### src/rtl/sbc_defines.svh
// Constants of the strap boot configuration decoder: register offsets,
// field positions, reset values and the strap capture timing.
// Assumes inclusion by bare name from every file that needs a figure.
`ifndef SBC_DEFINES_SVH
`define SBC_DEFINES_SVH

// Byte offsets of the two APB registers.
`define SBC_STATUS_OFS      12'h000
`define SBC_CONTROL_OFS     12'h004

// Strap vector layout as it arrives on the pins, packed low to high.
`define SBC_STRAP_W         7
`define SBC_CFG_LO          0
`define SBC_CFG_HI          2
`define SBC_CFG_ENDIAN_BIT  2
`define SBC_DBG_BIT         3
`define SBC_REF_LO          4
`define SBC_REF_HI          6

// Reference frequency codes on the strap pins.
`define SBC_REF_125         3'h0
`define SBC_REF_156         3'h1
`define SBC_REF_250         3'h2
`define SBC_REF_25          3'h4

// Reference frequencies in kHz, 18 bits wide.
`define SBC_KHZ_125         18'h1E848
`define SBC_KHZ_156         18'h2625A
`define SBC_KHZ_250         18'h3D090
`define SBC_KHZ_25          18'h061A8

// Control register fields.
`define SBC_CTL_START_BIT   0
`define SBC_CTL_FLASH_BIT   1
`define SBC_CTL_RESET       2'h0

// Status register fields.
`define SBC_ST_CFG_LO       0
`define SBC_ST_DBG_BIT      3
`define SBC_ST_REF_LO       4
`define SBC_ST_LOCK_BIT     8
`define SBC_ST_RUN_BIT      9
`define SBC_ST_FLASH_BIT    10
`define SBC_ST_RSVD_BIT     11

// Cycles after reset release during which straps are still followed.
`define SBC_SETTLE_CYC      4'h8
`define SBC_SETTLE_W        4

`endif

### src/rtl/sbc_pkg.sv
// Types of the strap boot configuration decoder.
// Assumes nothing beyond the defines header for widths.
`include "sbc_defines.svh"

package sbc_pkg;

  // Boot and CPU run control states, one-hot.
  typedef enum logic [2:0]
  {
    SBC_SAMPLE = 3'h1,
    SBC_HELD   = 3'h2,
    SBC_RUN    = 3'h4
  } sbc_state_t;

  // Decoded reference frequency selection.
  typedef enum logic [1:0]
  {
    SBC_F125   = 2'h0,
    SBC_F156   = 2'h1,
    SBC_F250   = 2'h2,
    SBC_F25    = 2'h3
  } sbc_freq_t;

  // Raw strap vector.
  typedef logic [`SBC_STRAP_W-1:0] sbc_strap_t;

endpackage : sbc_pkg

### src/rtl/sbc_strap_if.sv
// Carrier for the filtered strap vector between the filter and the decoder.
// Assumes both ends share mclk.
`timescale 1ns/1ps
`include "sbc_defines.svh"

interface sbc_strap_if;
  // Filtered strap levels.
  sbc_pkg::sbc_strap_t level;

  // The filter drives, the decoder reads.
  modport src (output level);
  modport dst (input  level);
endinterface : sbc_strap_if

### src/rtl/sbc_strap_sync.sv
// Three-stage synchroniser and agreement filter for the strap pins.
// Assumes asynchronous pins; an open pin is pulled to 0 by the pad.
`timescale 1ns/1ps
`include "sbc_defines.svh"

module sbc_strap_sync
(
  input  wire logic          mclk,
  input  wire logic          reset_n,
  input  wire logic [`SBC_STRAP_W-1:0] pins,
  sbc_strap_if.src           out
);

  // Synchroniser stages; stage one feeds only stage two.
  logic [`SBC_STRAP_W-1:0] s1_reg;
  logic [`SBC_STRAP_W-1:0] s2_reg;
  logic [`SBC_STRAP_W-1:0] s3_reg;
  logic [`SBC_STRAP_W-1:0] stable_reg;
  logic [`SBC_STRAP_W-1:0] stable_next;

  // A bit changes only once stages two and three agree.
  always_comb
  begin
    stable_next = stable_reg;
    for (int i = 0; i < `SBC_STRAP_W; i++)
    begin
      if (s2_reg[i] == s3_reg[i])
      begin
        stable_next[i] = s3_reg[i];
      end
    end
  end

  // Everything clears to 0, the level of an unconnected strap.
  always_ff @(posedge mclk or negedge reset_n)
  begin
    if (!reset_n)
    begin
      s1_reg     <= '0;
      s2_reg     <= '0;
      s3_reg     <= '0;
      stable_reg <= '0;
    end
    else
    begin
      s1_reg     <= pins;
      s2_reg     <= s1_reg;
      s3_reg     <= s2_reg;
      stable_reg <= stable_next;
    end
  end

  assign out.level = stable_reg;

endmodule : sbc_strap_sync

### src/rtl/sbc_strap_decoder.sv
// Strap boot configuration decoder: captures the strap pins at reset
// release, holds the decoded boot, endian, debug and clock settings and
// lets software start a held CPU over APB.
// Assumes one clock, mclk at 20 MHz, and an APB master on the same clock.
//
// How it works
// cfg 00: release CPU, autoboot serial
// nonzero cfg: hold CPU until manual start
// cfg 01: serial client, start DDR
// cfg 10: parallel and serial clients
// cfg 10/11: start DDR or flash
// top cfg bit picks endianness
// debug select low: CPU debug tap
// debug select high: boundary scan
// ref select decodes four frequencies
// board avoids reserved frequency codes
// open pin reads 0; latch at reset
//
// Local design decisions: the placing of the registers and the APB interface to the registers.
`timescale 1ns/1ps
`include "sbc_defines.svh"

module sbc_strap_decoder
(
  input  wire logic        mclk,
  input  wire logic        reset_n,
  input  wire logic [2:0]  boot_config_straps,
  input  wire logic        debug_port_select_n,
  input  wire logic [2:0]  ref_freq_select,
  input  wire logic        psel,
  input  wire logic        penable,
  input  wire logic        pwrite,
  input  wire logic [11:0] paddr,
  input  wire logic [31:0] pwdata,
  output logic             pready,
  output logic             pslverr,
  output logic [31:0]      prdata,
  output logic             config_locked,
  output logic             cpu_reset_n,
  output logic             cpu_boot_from_serial,
  output logic             cpu_start_from_flash,
  output logic             cpu_big_endian,
  output logic             serial_client_en,
  output logic             parallel_host_port_en,
  output logic             cpu_debug_tap_sel,
  output logic             boundary_scan_sel,
  output sbc_pkg::sbc_freq_t ref_freq_code,
  output logic [17:0]      ref_freq_khz,
  output logic             ref_freq_reserved
);

  // Filtered strap vector from the synchroniser.
  sbc_strap_if strap_bus ();

  // Latched straps, state and software controls.
  sbc_pkg::sbc_strap_t     strap_reg;
  sbc_pkg::sbc_strap_t     strap_next;
  sbc_pkg::sbc_state_t     state_reg;
  sbc_pkg::sbc_state_t     state_next;
  logic [`SBC_SETTLE_W-1:0] settle_reg;
  logic [`SBC_SETTLE_W-1:0] settle_next;
  logic                    flash_reg;
  logic                    flash_next;
  logic [31:0]             rdata_reg;
  logic [31:0]             rdata_next;
  logic                    err_reg;
  logic                    err_next;

  // Register-bus and strap decode terms.
  logic                    setup_phase;
  logic                    wr_ctrl;
  logic                    hit_status;
  logic                    hit_ctrl;
  logic [1:0]              low_cfg;
  logic                    flash_allowed;
  logic                    reserved_code;

  // Pins are packed in a fixed order so one filter serves all of them.
  sbc_strap_sync u_sync
  (
    .mclk    (mclk),
    .reset_n (reset_n),
    .pins    ({ref_freq_select, debug_port_select_n, boot_config_straps}),
    .out     (strap_bus.src)
  );

  // Bus decode; the slave never inserts wait states.
  assign setup_phase = psel && !penable;
  assign hit_status  = (paddr == `SBC_STATUS_OFS);
  assign hit_ctrl    = (paddr == `SBC_CONTROL_OFS);
  assign wr_ctrl     = psel && penable && pwrite && hit_ctrl;
  assign low_cfg     = strap_reg[`SBC_CFG_LO+1:`SBC_CFG_LO];

  // flash start allowed
  assign flash_allowed = low_cfg[1];

  // reserved code flag
  assign reserved_code = !(strap_reg[`SBC_REF_HI:`SBC_REF_LO] == `SBC_REF_125 ||
                           strap_reg[`SBC_REF_HI:`SBC_REF_LO] == `SBC_REF_156 ||
                           strap_reg[`SBC_REF_HI:`SBC_REF_LO] == `SBC_REF_250 ||
                           strap_reg[`SBC_REF_HI:`SBC_REF_LO] == `SBC_REF_25);

  // Capture and CPU run sequencing. Straps are followed while the chip
  // settles after reset and then frozen, so later pin noise cannot move
  // the boot mode of a running system.
  always_comb
  begin
    strap_next  = strap_reg;
    state_next  = state_reg;
    settle_next = settle_reg;
    flash_next  = flash_reg;
    case (state_reg)
      sbc_pkg::SBC_SAMPLE:
      begin
        // sample then freeze
        strap_next  = strap_bus.level;
        settle_next = settle_reg + `SBC_SETTLE_W'(1);
        if (settle_reg == `SBC_SETTLE_CYC - `SBC_SETTLE_W'(1))
        begin
          // automatic boot release
          if (strap_bus.level[`SBC_CFG_LO+1:`SBC_CFG_LO] == 2'h0)
          begin
            state_next = sbc_pkg::SBC_RUN;
          end
          // hold CPU in reset
          else
          begin
            state_next = sbc_pkg::SBC_HELD;
          end
        end
      end
      sbc_pkg::SBC_HELD:
      begin
        // manual start from DDR
        if (wr_ctrl && pwdata[`SBC_CTL_START_BIT])
        begin
          state_next = sbc_pkg::SBC_RUN;
          // flash only where allowed
          flash_next = pwdata[`SBC_CTL_FLASH_BIT] && flash_allowed;
        end
      end
      sbc_pkg::SBC_RUN:
      begin
        // Running is final until the next device reset.
        state_next = sbc_pkg::SBC_RUN;
      end
      default:
      begin
        // An illegal code falls back to sampling, the safe state.
        state_next = sbc_pkg::SBC_SAMPLE;
      end
    endcase
  end

  // Read data and error are set up in the setup cycle, so they stand in
  // flip-flops by the access cycle.
  always_comb
  begin
    rdata_next = rdata_reg;
    err_next   = err_reg;
    if (setup_phase)
    begin
      rdata_next = 32'h0000_0000;
      err_next   = !(hit_status || hit_ctrl);
      if (hit_status && !pwrite)
      begin
        rdata_next[`SBC_ST_CFG_LO+2:`SBC_ST_CFG_LO] = strap_reg[`SBC_CFG_HI:`SBC_CFG_LO];
        rdata_next[`SBC_ST_DBG_BIT]                = strap_reg[`SBC_DBG_BIT];
        rdata_next[`SBC_ST_REF_LO+2:`SBC_ST_REF_LO] = strap_reg[`SBC_REF_HI:`SBC_REF_LO];
        rdata_next[`SBC_ST_LOCK_BIT]               = (state_reg != sbc_pkg::SBC_SAMPLE);
        rdata_next[`SBC_ST_RUN_BIT]                = (state_reg == sbc_pkg::SBC_RUN);
        rdata_next[`SBC_ST_FLASH_BIT]              = flash_reg;
        rdata_next[`SBC_ST_RSVD_BIT]               = reserved_code;
      end
      else if (hit_ctrl && !pwrite)
      begin
        rdata_next[`SBC_CTL_START_BIT] = (state_reg == sbc_pkg::SBC_RUN);
        rdata_next[`SBC_CTL_FLASH_BIT] = flash_reg;
      end
    end
  end

  // State registers; asynchronous reset loads constants only.
  always_ff @(posedge mclk or negedge reset_n)
  begin
    if (!reset_n)
    begin
      strap_reg  <= '0;
      state_reg  <= sbc_pkg::SBC_SAMPLE;
      settle_reg <= '0;
      flash_reg  <= 1'b0;
      rdata_reg  <= 32'h0000_0000;
      err_reg    <= 1'b0;
    end
    else
    begin
      strap_reg  <= strap_next;
      state_reg  <= state_next;
      settle_reg <= settle_next;
      flash_reg  <= flash_next;
      rdata_reg  <= rdata_next;
      err_reg    <= err_next;
    end
  end

  // APB answer; pslverr only qualifies the access cycle.
  assign pready  = 1'b1;
  assign pslverr = psel && penable && err_reg;
  assign prdata  = rdata_reg;

  // The CPU is held until sequencing reaches the run state.
  assign config_locked        = (state_reg != sbc_pkg::SBC_SAMPLE);
  assign cpu_reset_n          = (state_reg == sbc_pkg::SBC_RUN);
  // serial autoboot
  assign cpu_boot_from_serial = (low_cfg == 2'h0);
  assign cpu_start_from_flash = flash_reg;

  // endianness select
  assign cpu_big_endian = strap_reg[`SBC_CFG_ENDIAN_BIT];

  // client modes
  assign serial_client_en      = (low_cfg != 2'h0);
  assign parallel_host_port_en = (low_cfg == 2'h2);

  // CPU debug tap
  assign cpu_debug_tap_sel = !strap_reg[`SBC_DBG_BIT];
  // boundary scan tap
  assign boundary_scan_sel = strap_reg[`SBC_DBG_BIT];

  // frequency decode; reserved codes fall back to the default.
  always_comb
  begin
    ref_freq_reserved = reserved_code;
    case (strap_reg[`SBC_REF_HI:`SBC_REF_LO])
      `SBC_REF_156:
      begin
        ref_freq_code = sbc_pkg::SBC_F156;
        ref_freq_khz  = `SBC_KHZ_156;
      end
      `SBC_REF_250:
      begin
        ref_freq_code = sbc_pkg::SBC_F250;
        ref_freq_khz  = `SBC_KHZ_250;
      end
      `SBC_REF_25:
      begin
        ref_freq_code = sbc_pkg::SBC_F25;
        ref_freq_khz  = `SBC_KHZ_25;
      end
      default:
      begin
        ref_freq_code = sbc_pkg::SBC_F125;
        ref_freq_khz  = `SBC_KHZ_125;
      end
    endcase
  end

endmodule : sbc_strap_decoder

### config.mk
export PLATFORM = sky130hd
export DESIGN_NAME = sbc_strap_decoder
export DESIGN_NICKNAME = d
export VERILOG_FILES = /design/src/rtl/sbc_pkg.sv /design/src/rtl/sbc_strap_if.sv /design/src/rtl/sbc_strap_sync.sv /design/src/rtl/sbc_strap_decoder.sv
export VERILOG_INCLUDE_DIRS = /design/src /design/src/rtl
export SDC_FILE = /design/constraint.sdc
export NUM_CORES = 1
export LEC_CHECK = 0
export ABC_AREA = 1
export BUFFER_PORTS_ARGS = -buffer_cell sky130_fd_sc_hd__buf_4
export CORE_UTILIZATION = 35
export CTS_CLUSTER_DIAMETER = 30
export DETAILED_ROUTE_END_ITERATION = 8
export GPL_TIMING_DRIVEN = 0
export SLEW_MARGIN = 10
export SYNTH_ARGS = -nofsm -noshare
export SYNTH_HDL_FRONTEND = slang
export SYNTH_HIERARCHICAL = 1
export SYNTH_SLANG_ARGS = --single-unit
### constraint.sdc
create_clock -name mclk -period 1.3 [get_ports mclk]
set_input_delay 0.26 -clock mclk [delete_from_list [all_inputs] [get_ports mclk]]
set_output_delay 0.26 -clock mclk [all_outputs]
set_load 0.005 [all_outputs]
==> qor.csv, run 1 <==
metric;value;unit
outcome;finished with violations;
violated checks;hold timing, setup timing;
share of layout cells above drive strength 1;47.53;%
Worst setup SP type;flop;
H-tree levels;2;
hold violation total from the final report;18;
Placed Area;3148;sq um
Syn Area/Cell;9.190;sq um
CTS Sinks;55;
largest family of logic cells by synthesized area;simple AND/OR/NAND/NOR gates;
CTS buffer count;5;
Worst Setup Slack, final;-0.3600;ns
max reg flops;11;
maxcap violations;0;
number of synthesized flops with an enable pin;0;
asr flop ratio synth;100.0;%
GRT Util Overall;14.06;%
ys flop type;dfrtp_1;
Gate Count Post-Synth;267;
Die H;85.73;um
Reg area;1380;sq um
gpl congestion;0.7617;
vias in the first global route;1794;
Port Buffers;63;
DR pass1 iterations;4;
routed wire length;5.286;mm
vias per inst;4.085;
XOR/XNOR Fraction of Synth Area;1.071;%
most numerous cell in the Yosys netlist;nand2_1;
Worst Setup Path Type;reg -> out;
VDD IR max;0.0009843;V
Hold/Removal Path Class;in -> async;
first-pass GRT wire length;8.107;mm
Die Wd;85.73;um
Worst Max-Slew Pin Slew;0.6818;ns
# diodes;0;
Starting Density;36.11;%
Yosys warning count;6;
max-slew violation count;0;
Fillers;597;
Synth Cell Area;2454;sq um
standard-cell row count;30;
crit-path max FO;4;
clock root cell;clkbuf_8;
mux contribution to synthesized area;0;%
compound-cell area share of the yosys netlist;4.793;%
Area Overhead vs Synth;51.66;%
Reg clk slew, reported paths;0.10;ns
Synth Area in Adders;0.5099;%
simple-gate share of the synthesized area;20.86;%
routed length per instance;10.99;um
via count;1965;
Fmax;0.6024;GHz
final setup vio count;33;
top cells by count, synth;nand2_1 (60), dfrtp_1 (54), inv_1 (34);
multi-input combinational cell area;907.1;sq um
CP arrival;1.40;ns
FF+latch count, synth;55;
Final HPWL DP;3.313;mm
top cells by area, synth;dfrtp_1 (55%), buf_4 (10%), nand2_1 (9.2%);
count of nets after finishing;441;
max_slew headroom;54.55;%
worst path required time;1.04;ns
CTS tree;yes;
total grt overflow;0;
Static Leak;2.018;nW
largest net degree at the start of global routing;56;
Final period util;127.7;%
I/O Pins;120;
core box area;6794;sq um
final instance area;3721;sq um
post-route ant nets;0;
clk_skew;0.005966;ns
DRT iter0 DRCs;54;
RSZ-0062 raised after global routing;true;
area leader, netlist;dfrtp_1;
Power Density;1989;nW/um^2
post-synth cell types;30;
final hold slack;-0.02052;ns
area share of the largest cell type after synthesis;55.07;%
CTS Buffer Depth;2;
Clock Latency Late Sink;0.30;ns
DRC viols;0;
initial antenna violation count;0;
Final Critical Period;1.660;ns
Die Area;7349;sq um
post-synthesis sequential area ratio;56.14;%
crit path capture type;output port;
-- layout by cell type (no fill, tap or decap), drive strengths merged --
| master | n |
|---|---|
| a31oi | 1 |
| dfrtp | 54 |
| nor2 | 26 |
| a21oi | 8 |
| dfstp | 1 |
| buf | 120 |
| o21ai | 12 |
| inv | 38 |
| conb | 26 |
| or2 | 1 |
| nand2 | 63 |
| nor3 | 3 |
| clkbuf | 8 |
| nand3 | 14 |
| bufinv | 1 |
| xor2 | 1 |
| xnor2 | 2 |
| ha | 1 |
| a21boi | 1 |
| nand4 | 4 |
-- logic make-up after synthesis --
kind of cell | after synthesis
AO/OA/AOI/OAI | 22
XOR/XNOR | 3
adder cells (fa/ha/maj) | 1
buffers and inverters | 73
flip-flops | 55
other | 2
AND/OR/NAND/NOR | 111
-- metal layers --
| metal | GRT usage (%) | up-vias | wire [um] |
|---|---|---|---|
| met5 | 0 | - | 0 |
| met4 | 4.848 | 0 | 24 |
| met3 | 3.657 | 4 | 264 |
| met2 | 22.98 | 50 | 2728 |
| met1 | 18.20 | 914 | 2269 |
| li1 | - | 997 | - |
-- power breakdown --
part / internal [W] / switching, W
clock network: 0.000635 / 0.000569
registers: 0.00200 / 0.000304
logic: 0.00224 / 0.00165
total: 0.00488 / 0.00252
-- per-stage QoR --
step | std cells | TNS, ns | util [%] | setup WS [ns] | power (W)
after global routing | 481 | -7.655 | 54.77 | -0.4277 | 0.007820
final | 481 | -5.800 | 54.77 | -0.3600 | 0.007403
after CTS | 471 | -4.661 | 51.36 | -0.3349 | 0.006434
after floorplan | 291 | 0 | - | 0.02267 | 0.003348
after global placement | 450 | -0.3464 | 46.34 | -0.1816 | 0.004319
after detailed placement | 450 | -0.3423 | 46.34 | -0.1708 | 0.004356
-- timing repair --
item / 4_1_cts / 5_1_grt
gates cloned: 1 / 1
hold endpoints to repair: 0 / 0
setup endpoints to repair: 25 / 37
hold buffers: 0 / 0
gates resized for setup: 47 / 39
setup buffers: 12 / 11
pin swaps: 6 / 7
-- final timing paths --
| path | startpoint | to | slack (ns) | depth (start not counted) |
|---|---|---|---|---|
| setup / recovery | strap_reg[5] | ref_freq_khz[16] | -0.36 | 6 |
| hold / removal | reset_n | u_sync/s1_reg[5] | -0.02 | 1 |
| setup reg to reg | strap_reg[4] | prdata[11] | -0.15 | 9 |
| hold reg to reg | u_sync/s1_reg[2] | u_sync/s2_reg[2] | 0.36 | 0 |
| max in group asynchronous | reset_n | strap_reg[5] | 0.83 | 1 |
| min in group mclk | boot_config_straps[1] | u_sync/s1_reg[1] | 0.05 | 1 |
-- layout make-up --
type	count	area share, %
Sequential cell	55	37.09
Multi-Input combinational cell	163	24.38
Timing Repair Buffer	86	20.28
Buffer	36	7.902
Inverter	37	3.867
Tap cell	96	3.228
Clock buffer	6	2.219
Clock inverter	2	1.042
-- worst max-delay path, cell delays in order, from the launching register on --
cell and delay [ns]:
dfrtp_2 0.48, nor3_4 0.20, inv_2 0.07, nand2_2 0.10
inv_2 0.05, buf_6 0.11, buf_6 0.10
(Power assumes the default switching activity.)
==> run 2: changes to the inputs <==
SYNTH_HIERARCHICAL = not set   (was 1)
==> run 2 against run 1 <==
  * The flow finishes with violations (DRC, hold timing, setup timing)
  * Sequential power is essentially flat
  * Largest power group unchanged
  * Clock power shrank 4%
  * Count of clock-buffer cells in the layout shrank 1
  * Largest cell class unchanged
  * Area after synthesis shrank 3.3%
  * Die area shrank 3.2%
  * Cell count shrank 8.3%
  * Critical path type unchanged
  * Wire length shrank 1.8%
  * First-iteration DRC count grew 33%
  * Utilization shrank 0.18 points
  * Flip-flop and latch count is the same
==> qor.csv, run 2 <==
metric;value;unit
vias in the first global route;1766;
Final Critical Period;1.698;ns
max_slew headroom;54.58;%
area leader, netlist;dfrtp_1;
CP arrival;1.44;ns
final setup vio count;25;
violated checks;DRC, hold timing, setup timing;
asr flop ratio synth;100.0;%
maxcap violations;0;
clk_skew;0.003807;ns
Area Overhead vs Synth;48.55;%
total grt overflow;0;
share of layout cells above drive strength 1;46.70;%
Final HPWL DP;3.259;mm
Power Density;1991;nW/um^2
GRT Util Overall;14.75;%
core box area;6459;sq um
hold violation total from the final report;27;
post-route ant nets;0;
CTS Buffer Depth;2;
vias per inst;4.222;
top sig layer;met4;
routed wire length;5.190;mm
DR WL met3;313;um
Fmax;0.5891;GHz
final instance area;3526;sq um
commonest non-fill, non-tap cell in the layout;buf_4;
CTS buffer count;5;
top cells by count, synth;nand2_1 (58), dfrtp_1 (54), buf_4 (32);
Clock Latency Late Sink;0.30;ns
most numerous cell in the Yosys netlist;nand2_1;
M1 wire length;2.204;mm
worst path required time;1.04;ns
clock root cell;clkbuf_8;
Gate Count Post-Synth;244;
Pwr Total;0.007019;W
final hold slack;-0.01816;ns
R2R depth;6;
crit-path max FO;4;
Static Leak;1.848;nW
crit path capture type;output port;
Yosys warning count;0;
Hold/Removal Path Class;in -> async;
Synth Cell Area;2374;sq um
Syn Area/Cell;9.728;sq um
VDD IR max;0.001017;V
CTS Sinks;55;
Placed Area;3038;sq um
I/O Pins;120;
area share of the largest cell type after synthesis;56.93;%
Worst Max-Slew Pin Slew;0.6813;ns
Port Buffers;63;
routed length per instance;11.77;um
Die Area;7115;sq um
post-synthesis sequential area ratio;58.04;%
count of nets after finishing;420;
gpl congestion;0.7511;
number of synthesized flops with an enable pin;0;
FF+latch count, synth;55;
max-slew violation count;0;
Die Wd;84.35;um
H-tree levels;2;
outcome;finished with violations;
Worst setup SP type;flop;
Reg clk slew, reported paths;0.10;ns
standard-cell row count;29;
DRT iter0 DRCs;72;
post-layout util;54.59;%
final setup TNS;-5.729;ns
post-synth cell types;28;
WL met2;2.553;mm
Fillers;572;
Final period util;130.6;%
first-pass GRT wire length;8.273;mm
CTS tree;yes;
ys flop type;dfrtp_1;
initial antenna violation count;0;
via count;1862;
# diodes;0;
Worst Setup Path Type;reg -> out;
RSZ-0062 raised after global routing;true;
top cells by area, synth;dfrtp_1 (57%), buf_4 (10%), nand2_1 (9.2%);
DR pass1 iterations;9;
max reg flops;11;
DRC viols;8;
Worst Setup Slack, final;-0.3975;ns
Starting Density;36.75;%
most frequent cells in the layout;buf_4 (98), dfrtp_1 (51), nand2_1 (46);
largest net degree at the start of global routing;56;
Die H;84.35;um
## run 2: cell count changes in the layout (fill, tap and decap cells not counted), sizes merged, moves of 2 or more
cell / before / now
nand3: 14 / 4
a21oi: 8 / 0
inv: 38 / 30
nor2: 26 / 18
maj3: 0 / 7
nand2: 63 / 58
o21ai: 12 / 17
nor3: 3 / 5
## run 2: critical path: stages (launching register included)
cell,delay (ns)
dfrtp_2,0.44
inv_4,0.06
nor3_4,0.28
nor2_2,0.10
buf_4,0.15
buf_6,0.10
## run 2: per-stage QoR
step                worst slack (ns)  cells
finish                       -0.3975    441
global route                 -0.4840    441
CTS                          -0.3827    437
detailed placement           -0.2661    408
global placement             -0.2479    408
floorplan                    0.01366    268
## run 2: cells by family after synthesis
kind of cell / after synthesis / synth area share, %
buffers and inverters: 64 / 15.50
other: 2 / 0.3164
flip-flops: 55 / 58.04
adder cells (fa/ha/maj): 8 / 3.479
AND/OR/NAND/NOR: 91 / 16.76
XOR/XNOR: 3 / 1.107
AO/OA/AOI/OAI: 21 / 4.798
## run 2: timing repair
action                     4_1_cts  5_1_grt
setup endpoints to repair       34       36
gates cloned                     1        0
setup buffers                   20        6
resized for setup               41       29
pin swaps                       10       11
hold buffers                     0        0
## run 2: where the power goes
part / leakage (nW) / total [W] / switching (W) / internal, W
combinational: 1.12 / 0.00358 / 0.00152 / 0.00206
sequential: 0.669 / 0.00229 / 0.000292 / 0.00200
clock: 0.0548 / 0.00115 / 0.000567 / 0.000581
## run 2: area by class of cell
cell class	count	area [sq um]	area share, %
Sequential cell	55	1381	39.18
Clock buffer	5	68.82	1.952
Multi-Input combinational cell	149	810.8	23.00
Tap cell	77	96.34	2.732
Clock inverter	3	46.29	1.313
Buffer	35	277.8	7.878
Timing Repair Buffer	88	728.2	20.65
Inverter	29	116.4	3.300
## run 2: final timing paths
kind / startpoint / endpoint / slack, ns
worst min-delay path: reset_n / u_sync.s1_reg[6] / -0.02
max in group asynchronous: reset_n / strap_reg[4] / 0.84
worst max register to register: state_reg[0] / settle_reg[3] / -0.06
worst max-delay path: strap_reg[5] / ref_freq_khz[6] / -0.40
min in group mclk: ref_freq_select[2] / u_sync.s1_reg[6] / 0.05
worst min register to register: u_sync.s1_reg[1] / u_sync.s2_reg[1] / 0.36
## run 2: per-layer routing
metal  GRT usage (%)  vias to the layer above
li1                -                      941
met1           18.63                      843
met2           24.59                       66
met3           4.031                       12
met4           5.085                        0
met5               0                        -
==> run 3: changes to the inputs <==
HOLD_SLACK_MARGIN = 0.12   (was not set)
==> run 3 against run 2 <==
  * The flow finishes with violations (DRC, setup timing)
  * Cell count rose by 1.8%
  * Register-to-register slack hardly changed
  * Wire length increased by 2.2%
  * Total power up 0.32%
  * Combinational power hardly changed
  * Largest power group unchanged
==> qor.csv, run 3 (synthesis results as in run 2) <==
metric;value;unit
outcome;finished with violations;
violated checks;DRC, setup timing;
initial antenna violation count;0;
GRT Util Overall;15.03;%
vias in the first global route;1819;
Clock Latency Late Sink;0.30;ns
DR pass1 iterations;8;
Power Density;1953;nW/um^2
share of layout cells above drive strength 1;45.70;%
vias per inst;4.225;
Max stage delay on crit path;0.44;ns
clk_skew;0.003813;ns
Fmax;0.5890;GHz
Final HPWL DP;3.259;mm
core box area;6459;sq um
Psw;0.002383;W
clock share of power;16.3;%
gpl congestion;0.7511;
M1 wire length;2.241;mm
count of nets after finishing;428;
Worst Setup Slack, final;-0.3977;ns
Final Critical Period;1.698;ns
Starting Density;36.75;%
Net Sw Frac;33.84;%
CP arrival;1.44;ns
H-tree levels;2;
max-slew violation count;0;
I/O Pins;120;
maxcap violations;0;
Static Leak;1.882;nW
top sig layer;met4;
Worst Setup Path Type;reg -> out;
most frequent cells in the layout;buf_4 (98), dfrtp_1 (51), nand2_1 (46);
Area Overhead vs Synth;51.92;%
final setup TNS;-5.733;ns
CP max-delay cell;dfrtp_2;
total grt overflow;0;
WL met2;2.634;mm
Final period util;130.6;%
routed length per instance;11.81;um
# diodes;0;
commonest non-fill, non-tap cell in the layout;buf_4;
max_slew headroom;54.48;%
Cell Chain, Critical Path;inv_4 > nor3_4 > nor2_2 > buf_4 > buf_6;
Gate power share;51.1;%
sequential power share;32.6;%
hold violation total from the final report;0;
CTS buffer count;5;
final hold slack;0.2409;ns
standard-cell row count;29;
crit-path max FO;4;
CTS Buffer Depth;2;
CTS tree;yes;
delay-heaviest family, CP;flip-flops;
via count;1897;
DRT iter0 DRCs;72;
max reg flops;11;
worst slack, placed;-0.2661;ns
Reg clk slew, reported paths;0.10;ns
Port Buffers;63;
RSZ-0062 raised after global routing;true;
VDD IR max;0.001029;V
final setup vio count;24;
clock root cell;clkbuf_8;
Die H;84.35;um
DR WL met3;307;um
routed wire length;5.303;mm
worst path required time;1.04;ns
Worst Max-Slew Pin Slew;0.6828;ns
first-pass GRT wire length;8.431;mm
Fillers;564;
Worst setup SP type;flop;
CTS Sinks;55;
DRC viols;8;
largest net degree at the start of global routing;56;
Buf+Inv Stages, Crit Path;3;
Die Area;7115;sq um
Hold/Removal Path Class;in -> reg;
Die Wd;84.35;um
post-route ant nets;0;
crit path capture type;output port;
internal power;0.004659;W
## run 3: changes by cell type in the layout (fill, tap and decap cells not counted)
cell | previous run | this run
dlygate4sd3_1 | 0 | 8
## run 3: worst min-delay path, stage by stage
cell	delay, ns
buf_4	0.07
nand2_1	0.04
inv_1	0.05
nand2_1	0.04
nand2_1	0.05
## run 3: power by group through the flow
stage / Sequential, W / Clock [W] / Combinational [W]
floorplan: 0.00221 / 0 / 0.00117
global placement: 0.00226 / 0 / 0.00209
detailed placement: 0.00227 / 0 / 0.00211
CTS: 0.00226 / 0.00118 / 0.00325
global route: 0.00233 / 0.00125 / 0.00390
finish: 0.00230 / 0.00115 / 0.00360
## run 3: routing by layer
metal  vias up  GRT usage, %
li1        958             -
met1       863         18.63
met2        64         25.56
met3        12         4.031
met4         0         5.085
met5         -             0
## run 3: stage by stage
stage          area [sq um]  instances  utilization (%)  power [W]
6_report               3606        449            55.83   0.007042
5_1_grt                3606        449            55.83   0.007484
4_1_cts                3518        445            54.47   0.006695
3_5_place_dp           3038        408            47.04   0.004380
3_3_place_gp           3038        408            47.04   0.004346
2_1_floorplan          2469        268                -   0.003377
## run 3: timing repair
item                       CTS  global route
hold endpoints to repair    61             0
setup buffers               20             6
setup endpoints to repair   34            36
hold buffers                 8             0
pin swaps                   10            11
gates cloned                 1             0
resized for setup           41            29
## run 3: cell type report
| class | instances | area [sq um] | share of cell area [%] |
|---|---|---|---|
| timing repair buffer | 96 | 808.3 | 22.41 |
| inverter | 29 | 116.4 | 3.227 |
| multi-input combinational | 149 | 810.8 | 22.48 |
| clock inverter | 3 | 46.29 | 1.284 |
| sequential | 55 | 1381 | 38.31 |
| clock buffer | 5 | 68.82 | 1.908 |
| buffer | 35 | 277.8 | 7.703 |
| tap | 77 | 96.34 | 2.672 |
## run 3: worst paths after layout
check	endpoint	slack, ns	cells after the start	start
hold / removal	cpu_start_from_flash	0.24	5	pwdata[1]
min in group asynchronous	u_sync.s1_reg[6]	0.54	2	reset_n
setup reg to reg	settle_reg[3]	-0.06	6	state_reg[0]
max in group asynchronous	strap_reg[4]	0.28	2	reset_n
setup / recovery	ref_freq_khz[6]	-0.40	5	strap_reg[5]
hold reg to reg	u_sync.s2_reg[1]	0.36	0	u_sync.s1_reg[1]
